<file path="config.mk">
export PLATFORM = sky130hd
export DESIGN_NAME = dsc_device_state_control
export DESIGN_NICKNAME = d
export VERILOG_FILES = /design/src/dsc_pkg.sv /design/src/dsc_device_state_control.sv /design/src/dsc_serial.sv /design/src/dsc_timer.sv
export SDC_FILE = /design/constraint.sdc
export NUM_CORES = 1
export LEC_CHECK = 0
export ABC_CLOCK_PERIOD_IN_PS = 1700
export BUFFER_PORTS_ARGS = -buffer_cell sky130_fd_sc_hd__buf_2
export CAP_MARGIN = 25
export CORE_MARGIN = 1
export CORE_UTILIZATION = 54
export DETAILED_ROUTE_END_ITERATION = 8
export PLACE_DENSITY = 0.74
export SLEW_MARGIN = 10
export SYNTH_ARGS = -nofsm -noshare
export SYNTH_HDL_FRONTEND = slang
export SYNTH_SLANG_ARGS = --single-unit
</file>
<file path="constraint.sdc">
create_clock -name i_ref_clk -period 1.7 [get_ports i_ref_clk]
set_input_delay 0.34 -clock i_ref_clk [delete_from_list [all_inputs] [get_ports i_ref_clk]]
set_output_delay 0.34 -clock i_ref_clk [all_outputs]
set_load 0.005 [all_outputs]
</file>
<file path="src/dsc_pkg.sv">
// constants, register map and state type of the device state control block
package dsc_pkg;

  // ------------------------------------------------------------
  // clock and timing
  // ------------------------------------------------------------
  localparam int CLK_PERIOD_NS = 10;
  localparam int NV_LOAD_TIME_NS = 100;
  localparam int NV_LOAD_CYCLES = NV_LOAD_TIME_NS / CLK_PERIOD_NS;
  localparam int POR_DELAY_CYCLES = 16;
  localparam int TIMER_WIDTH = 8;

  // ------------------------------------------------------------
  // serial frame
  // ------------------------------------------------------------
  localparam int FRAME_BITS = 32;
  localparam int ADDR_BITS = 4;
  localparam int DATA_BITS = 28;
  localparam logic [3:0] READ_CMD_ADDR = 4'hE;
  localparam logic [3:0] LAST_DIVIDER_ADDR = 4'h4;

  // ------------------------------------------------------------
  // register offsets
  // ------------------------------------------------------------
  localparam logic [3:0] CAL_CONFIG_ADDR = 4'h6;
  localparam logic [3:0] STATUS_CONTROL_ADDR = 4'h8;

  // ------------------------------------------------------------
  // calibration configuration fields
  // ------------------------------------------------------------
  localparam int MANUAL_TUNE_SELECT_BIT = 27;
  localparam int TUNE_TRIGGER_BIT = 22;

  // ------------------------------------------------------------
  // status/control fields
  // ------------------------------------------------------------
  localparam int TUNE_RESULT_LSB = 0;
  localparam int TUNE_RESULT_MSB = 5;
  localparam int LOCK_LEVEL_BIT = 6;
  localparam int SLEEP_BIT = 7;
  localparam int SYNC_BIT = 8;
  localparam int VERSION_LSB = 10;
  localparam int VERSION_MSB = 12;
  localparam int TUNE_OVERRIDE_LSB = 14;
  localparam int TUNE_OVERRIDE_MSB = 19;
  localparam int TEST_CONFIG_LSB = 21;
  localparam int TEST_CONFIG_MSB = 24;
  localparam int SOURCE_LSB = 25;
  localparam int SOURCE_MSB = 27;

  // ------------------------------------------------------------
  // non-volatile defaults
  // ------------------------------------------------------------
  localparam logic NV_SLEEP_RESET = 1'b1;
  localparam logic NV_SYNC_RESET = 1'b1;
  localparam logic NV_MANUAL_TUNE_RESET = 1'b0;
  localparam logic NV_TUNE_TRIGGER_RESET = 1'b0;
  localparam logic [2:0] VERSION_VALUE = 3'h1;

  // ------------------------------------------------------------
  // operating states
  // ------------------------------------------------------------
  typedef enum logic [2:0] {
    ST_POWER_DOWN,
    ST_POR,
    ST_CAL_HOLD,
    ST_VCO_CAL,
    ST_ACTIVE,
    ST_SLEEP,
    ST_SYNC
  } dsc_state_type;

endpackage

</file>
<file path="src/dsc_device_state_control.sv">
// operating-state sequencer and status/control word of the synthesizer
`timescale 1ns/1ps
module dsc_device_state_control
  import dsc_pkg::*;
#(
  parameter int POR_CYCLES = POR_DELAY_CYCLES,
  parameter int LOAD_CYCLES = NV_LOAD_CYCLES,
  parameter logic [2:0] VERSION = VERSION_VALUE // arbitrary value
)
(
  input wire logic i_ref_clk, // system clock
  input wire logic i_reset_n, // power applied, active low
  input wire logic i_power_down_n, // power-down pin, low shuts down
  input wire logic i_sync_n, // sync pin, active low
  input wire logic i_serial_clk, // serial clock
  input wire logic i_serial_data, // serial data in
  input wire logic i_serial_latch_enable, // serial latch enable
  input wire logic i_cal_done, // oscillator calibration finished
  input wire logic [5:0] i_osc_tune_result, // calibration word from core
  input wire logic i_pll_locked, // lock detector
  input wire logic i_primary_source_active, // primary reference feeds pll
  input wire logic i_secondary_source_active, // secondary reference feeds pll
  input wire logic i_auxiliary_source_active, // auxiliary input feeds pll
  output logic o_serial_out, // serial data out
  output logic o_serial_port_on, // serial port enabled
  output logic o_pll_enable, // pll enabled
  output logic o_divider_enable, // output dividers running
  output logic o_divider_hold, // dividers held for alignment
  output logic o_output_enable, // output buffers driving
  output logic o_output_hiz, // output buffers high-impedance
  output logic o_cal_run, // oscillator calibration in progress
  output logic o_lock_output_level, // lock pin level
  output logic [2:0] o_state // current state code
);

  // ------------------------------------------------------------
  // declarations
  // ------------------------------------------------------------
  dsc_state_type state_q;
  dsc_state_type state_d;
  logic pd_prev_q;
  logic timers_start;
  logic por_done;
  logic load_done;
  logic load_req_q;
  logic sleep_q;
  logic sync_q;
  logic [5:0] tune_override_q;
  logic [3:0] test_config_q;
  logic manual_tune_select_q;
  logic tune_trigger_q;
  logic trigger_prev_q;
  logic trigger_rise;
  logic [5:0] tune_result_q;
  logic [2:0] source_q;
  logic div_access_q;
  logic wr;
  logic [ADDR_BITS-1:0] addr;
  logic [DATA_BITS-1:0] wdata;
  logic [DATA_BITS-1:0] status_word;
  logic [DATA_BITS-1:0] cal_config_word;
  logic [DATA_BITS-1:0] read_data;
  logic sync_req;
  logic port_on;
  logic recal_req;

  // ------------------------------------------------------------
  // serial port and delay timers
  // ------------------------------------------------------------
  dsc_serial u_serial (
    .i_ref_clk(i_ref_clk),
    .i_reset_n(i_reset_n),
    .i_port_on(port_on),
    .i_serial_clk(i_serial_clk),
    .i_serial_data(i_serial_data),
    .i_serial_latch_enable(i_serial_latch_enable),
    .i_read_data(read_data),
    .o_write(wr),
    .o_addr(addr),
    .o_wdata(wdata),
    .o_serial_out(o_serial_out)
  );

  // timers restart on power-up and on power-down pin release
  assign timers_start = (state_q == ST_POR) && load_req_q;

  dsc_timer u_por_timer (
    .i_ref_clk(i_ref_clk),
    .i_reset_n(i_reset_n),
    .i_start(timers_start),
    .i_cycles(TIMER_WIDTH'(POR_CYCLES)),
    .o_done(por_done)
  );

  dsc_timer u_load_timer (
    .i_ref_clk(i_ref_clk),
    .i_reset_n(i_reset_n),
    .i_start(timers_start),
    .i_cycles(TIMER_WIDTH'(LOAD_CYCLES)),
    .o_done(load_done)
  );

  // ------------------------------------------------------------
  // control decode
  // ------------------------------------------------------------
  // serial port is live outside power-on reset and power-down
  assign port_on = (state_q != ST_POR) && (state_q != ST_POWER_DOWN);

  // sync pin and sync bit both force the sync state
  assign sync_req = !sync_q || !i_sync_n || div_access_q;

  // trigger rise detected on the stored trigger bit
  assign trigger_rise = tune_trigger_q && !trigger_prev_q;
  assign recal_req = manual_tune_select_q && trigger_rise;

  // ------------------------------------------------------------
  // load request from power-up or power-down pin rise
  // ------------------------------------------------------------
  // a pending request starts both timers and the settings copy
  always_ff @(posedge i_ref_clk)
  begin
    if (!i_reset_n)
    begin
      load_req_q <= 1'b1;
      pd_prev_q <= 1'b1; // idle level, no false rise after reset
    end
    else
    begin
      pd_prev_q <= i_power_down_n;
      if (i_power_down_n && !pd_prev_q)
        load_req_q <= 1'b1;
      else if (state_q == ST_POR)
        load_req_q <= 1'b0;
    end
  end

  // ------------------------------------------------------------
  // state machine
  // ------------------------------------------------------------
  // next state, power-down first, then sleep, sync, recalibration
  always_comb
  begin
    state_d = state_q;
    if (!i_power_down_n)
    begin
      state_d = ST_POWER_DOWN;
    end
    else
    begin
      unique case (state_q)
        ST_POWER_DOWN:
          if (load_req_q || pd_prev_q == 1'b0)
            state_d = ST_POR;
        ST_POR:
          if (!load_req_q && por_done && load_done)
            state_d = ST_CAL_HOLD;
        ST_CAL_HOLD:
          if (!sleep_q)
            state_d = ST_SLEEP;
          else if (!manual_tune_select_q || trigger_rise)
            state_d = ST_VCO_CAL;
        ST_VCO_CAL:
          if (!sleep_q)
            state_d = ST_SLEEP;
          else if (i_cal_done)
            state_d = ST_ACTIVE;
        ST_ACTIVE:
          if (!sleep_q)
            state_d = ST_SLEEP;
          else if (sync_req)
            state_d = ST_SYNC;
          else if (recal_req)
            state_d = ST_VCO_CAL;
        ST_SLEEP:
          if (sleep_q)
            state_d = ST_CAL_HOLD;
        ST_SYNC:
          if (!sleep_q)
            state_d = ST_SLEEP;
          else if (!sync_req)
            state_d = ST_ACTIVE;
      endcase
    end
  end

  // state register
  always_ff @(posedge i_ref_clk)
  begin
    if (!i_reset_n)
      state_q <= ST_POR;
    else
      state_q <= state_d;
  end

  // ------------------------------------------------------------
  // working registers
  // ------------------------------------------------------------
  // sleep and sync bits, reloaded from non-volatile defaults
  always_ff @(posedge i_ref_clk)
  begin
    if (!i_reset_n)
    begin
      sleep_q <= NV_SLEEP_RESET;
      sync_q <= NV_SYNC_RESET;
      tune_override_q <= '0;
      test_config_q <= '0;
    end
    else if (timers_start)
    begin
      sleep_q <= NV_SLEEP_RESET;
      sync_q <= NV_SYNC_RESET;
      tune_override_q <= '0;
      test_config_q <= '0;
    end
    else if (wr && addr == STATUS_CONTROL_ADDR)
    begin
      sleep_q <= wdata[SLEEP_BIT];
      sync_q <= wdata[SYNC_BIT];
      tune_override_q <= wdata[TUNE_OVERRIDE_MSB:TUNE_OVERRIDE_LSB];
      test_config_q <= wdata[TEST_CONFIG_MSB:TEST_CONFIG_LSB];
    end
  end

  // calibration mode and trigger bits with edge history
  always_ff @(posedge i_ref_clk)
  begin
    if (!i_reset_n)
    begin
      manual_tune_select_q <= NV_MANUAL_TUNE_RESET;
      tune_trigger_q <= NV_TUNE_TRIGGER_RESET;
      trigger_prev_q <= NV_TUNE_TRIGGER_RESET;
    end
    else
    begin
      trigger_prev_q <= tune_trigger_q;
      if (timers_start)
      begin
        manual_tune_select_q <= NV_MANUAL_TUNE_RESET;
        tune_trigger_q <= NV_TUNE_TRIGGER_RESET;
        trigger_prev_q <= NV_TUNE_TRIGGER_RESET;
      end
      else if (wr && addr == CAL_CONFIG_ADDR)
      begin
        manual_tune_select_q <= wdata[MANUAL_TUNE_SELECT_BIT];
        tune_trigger_q <= wdata[TUNE_TRIGGER_BIT];
      end
    end
  end

  // divider register write forces one cycle of sync
  always_ff @(posedge i_ref_clk)
  begin
    if (!i_reset_n)
      div_access_q <= 1'b0;
    else
      div_access_q <= wr && (addr <= LAST_DIVIDER_ADDR);
  end

  // calibration word captured at the end of calibration
  always_ff @(posedge i_ref_clk)
  begin
    if (!i_reset_n)
      tune_result_q <= '0;
    else if (state_q == ST_VCO_CAL && i_cal_done)
      tune_result_q <= i_osc_tune_result;
  end

  // source indicator and lock level sampling
  always_ff @(posedge i_ref_clk)
  begin
    if (!i_reset_n)
    begin
      source_q <= '0;
      o_lock_output_level <= 1'b0;
    end
    else
    begin
      source_q <= {i_auxiliary_source_active, i_secondary_source_active,
                   i_primary_source_active};
      o_lock_output_level <= i_pll_locked && o_pll_enable;
    end
  end

  // ------------------------------------------------------------
  // read-back words
  // ------------------------------------------------------------
  // status/control word, reserved bits read zero
  always_comb
  begin
    status_word = '0;
    status_word[TUNE_RESULT_MSB:TUNE_RESULT_LSB] = tune_result_q;
    status_word[LOCK_LEVEL_BIT] = o_lock_output_level;
    status_word[SLEEP_BIT] = sleep_q;
    status_word[SYNC_BIT] = sync_q;
    status_word[VERSION_MSB:VERSION_LSB] = VERSION;
    status_word[TUNE_OVERRIDE_MSB:TUNE_OVERRIDE_LSB] = tune_override_q;
    status_word[TEST_CONFIG_MSB:TEST_CONFIG_LSB] = test_config_q;
    status_word[SOURCE_MSB:SOURCE_LSB] = source_q;
  end

  // calibration configuration word holds only the two mode bits
  always_comb
  begin
    cal_config_word = '0;
    cal_config_word[MANUAL_TUNE_SELECT_BIT] = manual_tune_select_q;
    cal_config_word[TUNE_TRIGGER_BIT] = tune_trigger_q;
  end

  // read select, other registers read zero
  always_comb
  begin
    if (addr == STATUS_CONTROL_ADDR)
      read_data = status_word;
    else if (addr == CAL_CONFIG_ADDR)
      read_data = cal_config_word;
    else
      read_data = '0;
  end

  // ------------------------------------------------------------
  // per-state controls
  // ------------------------------------------------------------
  // registered block enables from the next state
  always_ff @(posedge i_ref_clk)
  begin
    if (!i_reset_n)
    begin
      o_serial_port_on <= 1'b0;
      o_pll_enable <= 1'b0;
      o_divider_enable <= 1'b0;
      o_divider_hold <= 1'b0;
      o_output_enable <= 1'b0;
      o_output_hiz <= 1'b0;
      o_cal_run <= 1'b0;
      o_state <= 3'(ST_POR);
    end
    else
    begin
      o_state <= 3'(state_d);
      o_serial_port_on <= (state_d != ST_POR) && (state_d != ST_POWER_DOWN);
      o_pll_enable <= (state_d == ST_CAL_HOLD) || (state_d == ST_VCO_CAL) ||
                      (state_d == ST_ACTIVE) || (state_d == ST_SYNC);
      o_divider_enable <= (state_d == ST_ACTIVE);
      o_divider_hold <= (state_d == ST_SYNC);
      o_output_enable <= (state_d == ST_ACTIVE);
      o_output_hiz <= (state_d == ST_POWER_DOWN) || (state_d == ST_SLEEP) ||
                      (state_d == ST_SYNC);
      o_cal_run <= (state_d == ST_VCO_CAL);
    end
  end

endmodule // dsc_device_state_control

</file>
<file path="src/dsc_serial.sv">
// serial port slave: shifts 32-bit frames, issues writes and read selects
`timescale 1ns/1ps
module dsc_serial
  import dsc_pkg::*;
(
  input wire logic i_ref_clk, // system clock
  input wire logic i_reset_n, // synchronous reset, active low
  input wire logic i_port_on, // serial port powered
  input wire logic i_serial_clk, // serial clock, sampled
  input wire logic i_serial_data, // serial data in
  input wire logic i_serial_latch_enable, // frame latch, low during frame
  input wire logic [DATA_BITS-1:0] i_read_data, // selected register contents
  output logic o_write, // write pulse
  output logic [ADDR_BITS-1:0] o_addr, // write or read address
  output logic [DATA_BITS-1:0] o_wdata, // write data
  output logic o_serial_out // serial data out
);

  logic [FRAME_BITS-1:0] shift_q;
  logic [FRAME_BITS-1:0] out_q;
  logic [5:0] bits_q;
  logic clk_prev_q;
  logic le_prev_q;
  logic [ADDR_BITS-1:0] rd_sel_q;
  logic clk_rise;
  logic le_rise;
  logic le_fall;

  assign clk_rise = i_serial_clk && !clk_prev_q;
  assign le_rise = i_serial_latch_enable && !le_prev_q;
  assign le_fall = !i_serial_latch_enable && le_prev_q;

  // edge history of the serial pins
  always_ff @(posedge i_ref_clk)
  begin
    if (!i_reset_n)
    begin
      clk_prev_q <= 1'b0;
      le_prev_q <= 1'b1;
    end
    else
    begin
      clk_prev_q <= i_serial_clk;
      le_prev_q <= i_serial_latch_enable;
    end
  end

  // frame shifter, lsb first, counts bits up to a full frame
  always_ff @(posedge i_ref_clk)
  begin
    if (!i_reset_n || !i_port_on)
    begin
      shift_q <= '0;
      bits_q <= '0;
    end
    else if (le_fall)
    begin
      bits_q <= '0;
    end
    else if (clk_rise && !i_serial_latch_enable)
    begin
      shift_q <= {i_serial_data, shift_q[FRAME_BITS-1:1]};
      if (bits_q != 6'(FRAME_BITS))
        bits_q <= bits_q + 6'h01;
    end
  end

  // latch enable rise completes a frame; read command only selects
  always_ff @(posedge i_ref_clk)
  begin
    if (!i_reset_n || !i_port_on)
    begin
      o_write <= 1'b0;
      o_addr <= '0;
      o_wdata <= '0;
      rd_sel_q <= STATUS_CONTROL_ADDR;
    end
    else
    begin
      o_write <= 1'b0;
      if (le_rise && bits_q == 6'(FRAME_BITS))
      begin
        if (shift_q[ADDR_BITS-1:0] == READ_CMD_ADDR)
        begin
          rd_sel_q <= shift_q[ADDR_BITS+3:ADDR_BITS];
          o_addr <= shift_q[ADDR_BITS+3:ADDR_BITS];
        end
        else
        begin
          o_write <= 1'b1;
          o_addr <= shift_q[ADDR_BITS-1:0];
          o_wdata <= shift_q[FRAME_BITS-1:ADDR_BITS];
        end
      end
      else
      begin
        o_addr <= rd_sel_q; // park on read select so frame start loads it
      end
    end
  end

  // read-back shifter, loaded at frame start, lsb first
  always_ff @(posedge i_ref_clk)
  begin
    if (!i_reset_n || !i_port_on)
    begin
      out_q <= '0;
      o_serial_out <= 1'b0;
    end
    else if (le_fall)
    begin
      out_q <= {i_read_data, rd_sel_q};
      o_serial_out <= rd_sel_q[0];
    end
    else if (clk_rise && !i_serial_latch_enable)
    begin
      out_q <= {1'b0, out_q[FRAME_BITS-1:1]};
      o_serial_out <= out_q[1];
    end
  end

endmodule // dsc_serial

</file>
<file path="src/dsc_timer.sv">
// one-shot delay counter, done level after a programmed number of cycles
`timescale 1ns/1ps
module dsc_timer
  import dsc_pkg::*;
#(
  parameter int WIDTH = TIMER_WIDTH
)
(
  input wire logic i_ref_clk, // system clock
  input wire logic i_reset_n, // synchronous reset, active low
  input wire logic i_start, // restart pulse
  input wire logic [WIDTH-1:0] i_cycles, // delay length
  output logic o_done // delay elapsed
);

  logic [WIDTH-1:0] count_q;

  // count down from start, hold done until next start
  always_ff @(posedge i_ref_clk)
  begin
    if (!i_reset_n)
    begin
      count_q <= '0;
      o_done <= 1'b0;
    end
    else if (i_start)
    begin
      count_q <= i_cycles;
      o_done <= 1'b0;
    end
    else if (count_q > WIDTH'(1))
    begin
      count_q <= count_q - WIDTH'(1);
    end
    else if (!o_done)
    begin
      count_q <= '0;
      o_done <= 1'b1;
    end
  end

endmodule // dsc_timer
</file>
=== After elaboration in Yosys (flattened, before gate mapping) ===
Index checks and enable logic that the tools add are counted.

* Logic and storage cells: 150
* Register bits after elaboration: 165
* Input bits: 18
* Memory bits (writable): 0
* Bits in latches: 0
* Memories: 0
* Memory bits (read-only): 0
* Output and inout port bits: 12

* Multiplexer cells: 29
* Multipliers: 0
* Order comparisons: 3
* Shift-type cells: 0
* Reductions and logical operators: 52
* Bitwise gates (word level): 5
* $add $sub $neg: 3
* Div/mod/pow operators: 0
* Eq/ne operators: 22

{| class="wikitable"
|+ Operators with widths
! kind !! count
|-
| 32-bit 2-to-1 mux || 2
|-
| 28-bit 2-to-1 mux || 2
|-
| 3-bit 2-to-1 mux || 13
|-
| 8-bit 2-to-1 mux || 4
|-
| 3-bit case mux with 7 select lines || 1
|-
| 3-bit == test, second input constant || 6
|-
| 1-bit logical AND || 18
|-
| 8-bit by 1-bit > comparator with 1-bit output, second input constant || 2
|-
| 8-bit by 1-bit subtractor with 8-bit output, second input constant || 2
|-
| 3-bit by 2-bit == test with 1-bit output, second input constant || 4
|-
| 4-bit 2-to-1 mux || 3
|-
| 1-bit zero test || 11
|-
| 1-bit logical OR || 10
|-
| 4-bit == test, second input constant || 2
|-
| 2-bit AND reduction || 4
|-
| 2-bit OR reduction || 4
|-
| 6-bit by 1-bit adder with 6-bit output, second input constant || 1
|-
| 6-bit == test, second input constant || 1
|-
| 3-bit zero test || 2
|-
| 3-bit by 1-bit inequality test with 1-bit output, second input constant || 2
|-
| 3-bit inequality test, second input constant || 2
|-
| 6-bit inequality test, second input constant || 1
|-
| 3-bit nonzero test || 2
|-
| 5-bit 2-to-1 mux || 1
|-
| other kinds (7) || 14
|}

=== Depth between registers and ports, before layout ===
* Depth in word-level cells: 12
* Mapped depth: 10
* Gate-level depth less buffers: 8

=== Hierarchy ===
From an unflattened synthesis, not the netlist that was laid out.

* Cells, all modules: 771
* Area total of the unflattened synthesis: 6774.0 um^2

{| class="wikitable"
|+ Modules (own cells, without submodules)
! module !! times used !! sequential area each (um^2) !! cells each !! area an instance (um^2)
|-
| dsc_serial || 1 || 2182.1 || 457 || 4072.7
|-
| dsc_device_state_control || 1 || 740.7 || 198 || 1705.4
|-
| dsc_timer || 2 || 180.2 || 58 || 498.0
|}

=== Worst setup path before layout ===
Ideal clock, no wire load.

* Path kind: register -> register
* Start: reg u_serial.bits_q[0]
* End: reg u_serial.o_wdata[21]
* Stages on the path, launching flop included: 11
* Required time: 1.629 ns
* Arrival: 1.619 ns
* Clock period less this slack: 1.690 ns
* Library setup time: 0.071 ns
* Buffers on the path: 2
* Setup slack: 0.010 ns
* Path through: dfxtp_1 -> inv_1 -> ha_1 -> nand2_1 -> nor4_1 -> and3b_1 -> buf_4 -> nand2_1 -> clkbuf_1 -> nand2_1 -> a21oi_1

* Longest elaborated chain between the ends: 3

{| class="wikitable"
|+ Ends and longest elaborated chain
! item !! line !! source
|-
| start: declaration || dsc_serial.sv:21 || <nowiki>logic [5:0] bits_q;</nowiki>
|-
| start signal: assignment || dsc_serial.sv:64 || <nowiki>bits_q <= bits_q + 6'h01;</nowiki>
|-
| 6-bit == test || dsc_serial.sv:81 || <nowiki>if (le_rise && bits_q == 6'(FRAME_BITS))</nowiki>
|-
| 1-bit logical AND || dsc_serial.sv:81 ||
|-
| 2-bit AND reduction (no source line) || - ||
|-
| end signal: assignment || dsc_serial.sv:92 || <nowiki>o_wdata <= shift_q[FRAME_BITS-1:ADDR_BITS];</nowiki>
|-
| end: declaration || dsc_serial.sv:15 || <nowiki>output logic [DATA_BITS-1:0] o_wdata,</nowiki>
|}

No other way between the ends.
A chain may end at the register's enable or synchronous reset.

==> results.yml <==
pwr:
  combPwrFrac_pct: 16.5
  p_clk_share_pct: 41.8
  switching_share_pct: 25.38
  powerDensity_nw_per_um2: 1273
  cellLeakagePower_nw: 2.685
  vdd_drop_max_uv: 1091
  internal_power_w: 0.006844
  seq_power_share_pct: 41.7
  p_sw_w: 0.002328
setup_path:
  critPathLaunchType: "flip-flop"
  crit_path_end_kind: "flip-flop"
  critPathArrivalTime_ns: 2.09
  crit_type: "flip-flop to flip-flop"
  cp.required_ns: 2.13
  cp_max_fo: 9
  r2r_cells: 6
cts:
  numCtsBuffers: 17
  path_clk_slew_ns: 0.06
  cts_hold_buffers: 0
  cts_max_level: 4
  root_buffer: "clkbuf_8"
  cts_buffer_depth: 2
  clk_latency_ns: 0.53
  cts_tree: "done"
  cts.sinks: 149
sta:
  period_minus_slack_ns: 1.653
  drv_slew: 0
  worst_clock_skew_ns: 0.01590
  finalSetupViolCount: 0
  fmax_ghz: 0.6051
  rsz0062_at_grt: "yes"
  slew_headroom_pct: 65.49
  hold_viol_final: 0
  holdWs_ns: 0.02051
  min_period_over_period_pct: 97.21
  worst_slew_pin_slew_ns: 0.5150
  setup_tns_ns: 0
detailed_routing:
  drc: 0
  wire_per_inst_um: 14.78
  drtAntennaViolNets: 0
  viasPerCell: 5.551
  drtPass1Iterations: 6
  drtIter0Drc: 331
  wirelength_um: 13390
  via_count: 5029
synth:
  yosys-top-cells-area: "dfxtp_1, nand2_1, a21oi_1, nor2_1, mux2i_1"
  synth-edff-count: 0
  syn_inst: 703
  synth_ff_type: "dfxtp_1"
  synth_fp_nets: 727
  synth_largest_area_cell: "dfxtp_1"
  netlist_top_cells_count: "dfxtp_1, nand2_1, a21oi_1"
  yosysWarnings: 0
  syn_avg_cell_area_um2: 8.386
  synth_top_area_share_pct: 50.59
  yosysSeqAreaShare_pct: 50.59
  synth_seq_cells: 149
  synth-async-reset-ratio_pct: 0
  yosysUniqueCellTypes: 55
  syn-cell-area_um2: 5896
layout:
  n_fill_cell: 819
  multi_input_comb_area_um2: 2815
  drive_gt1_share_pct: 18.96
  fin_util_pct: 68.86
  layout.area.seq_um2: 2994
  nets: 782
  syn2layout_area_growth_pct: 22.20
  diodes: 0
global_routing:
  antenna_found_initial: 0
  grt_pass1_vias: 4715
  overflow: 0
  grt_first_pass_wirelength_um: 21340
  grt_start_max_net_pins: 67
  track_usage_pct: 23.68
floorplan:
  die_h_um: 106.5
  row_count: 37
  core_area_um2: 10460
  initial_core_util_pct: 56.35
  dieArea_um2: 11340
  die_x_um: 106.5
  num_io_pins: 30
run_status:
  status: "finished, final reports clean"
min_path:
  hold_depth: 2
  hold_class: "primary input to flip-flop"
place:
  numPortBuffers: 29
  hpwl_um: 8556
  gp_congestion: 0.9430
flow_run:
  drv_cap: 0
## repair_timing
item,in CTS,in global routing
gates cloned,0,2
setup endpoints to repair,9,32
buffers inserted,0,6
pin swaps,1,9
resized for setup,3,38
## critical path, cell delays in order, from the launching register on
cell and delay [ns]:
dfxtp_4 0.37, nand2_2 0.08, inv_1 0.05, or4_1 0.47
nand4_1 0.17, inv_1 0.12, a211oi_1 0.28
## cell usage in the layout, fill, tap and decap left out, drive strengths merged, types with 3 or more instances in the layout
cell type / count
o21ai: 7
nand2b: 10
nand3: 7
clkinv: 4
a31oi: 4
dfxtp: 149
nor2b: 14
nor4: 8
nor3: 11
inv: 13
bufinv: 4
a21boi: 4
buf: 76
and3: 3
ha: 6
mux2i: 28
nand4: 7
and2: 7
a22oi: 6
a222oi: 5
clkbuf: 23
xor2: 4
a21oi: 95
nand2: 149
nor2: 83
xnor2: 6
or3: 5
a211oi: 5
## per-layer routing
| layer | GRT usage (%) | wire length, um | up-vias |
|---|---|---|---|
| met5 | 0 | 0 | - |
| met4 | 9.295 | 197 | 0 |
| met3 | 7.112 | 591 | 19 |
| met2 | 39.98 | 6777 | 130 |
| met1 | 28.17 | 5823 | 2389 |
| li1 | - | - | 2491 |
## final timing paths
check | startpoint | to | slack [ns]
setup / recovery | o_state[0] | o_pll_enable | 0.05
hold / removal | i_auxiliary_source_active | source_q[2] | 0.02
setup reg to reg | o_state[0] | o_pll_enable | 0.05
hold reg to reg | u_serial.shift_q[8] | u_serial.shift_q[7] | 0.45
## per-stage QoR
step | cells | cell area (um2) | power (W) | worst slack, ns
after CTS | 899 | 7033 | 0.009029 | 0.000004441
after global placement | 868 | 6415 | 0.005119 | 0.02487
after detailed placement | 868 | 6415 | 0.005189 | -0.02610
after global routing | 906 | 7204 | 0.009552 | -0.05497
final | 906 | 7204 | 0.009172 | 0.04735
after floorplan | 703 | 5896 | 0.004840 | 0.01031
## kinds of logic (layout without fill, tap and decap cells)
logic type / count (synthesis) / after routing / synth area share [%]
compound gates: 137 / 137 / 13.39
xor+xnor: 10 / 10 / 1.486
fa+ha+maj: 6 / 6 / 1.273
buf+inv: 55 / 121 / 3.947
flops: 149 / 149 / 50.59
mux: 28 / 28 / 4.754
simple gates: 318 / 319 / 24.55
## power by group through the flow
stage | Combinational (W) | Clock [W] | Sequential (W)
3_5_place_dp | 0.00130 | 0 | 0.00389
5_1_grt | 0.00168 | 0.00402 | 0.00385
3_3_place_gp | 0.00125 | 0 | 0.00387
2_1_floorplan | 0.000980 | 0 | 0.00386
4_1_cts | 0.00134 | 0.00387 | 0.00382
6_report | 0.00151 | 0.00383 | 0.00383
## final cells by class
cell class,instances,area share (%)
Sequential cell,149,41.56
Inverter,13,0.6773
Tap cell,136,2.362
Clock buffer,22,6.287
Multi-Input combinational cell,500,39.08
Clock inverter,9,2.101
Timing Repair Buffer,77,7.937
## sequential cells by signal, summed over array words and instances (netlist names), 3 cells and up
signal and count:
tune_result_q 6, test_config_q 4, u_por_timer.count_q 8, u_load_timer.count_q 8, o_state 3, u_serial.o_wdata 13
source_q 3, u_serial.shift_q 32, u_serial.rd_sel_q 4, u_serial.out_q 32, u_serial.o_addr 4, tune_override_q 6
u_serial.bits_q 6
No activity file was read; power rests on OpenSTA's default activity.
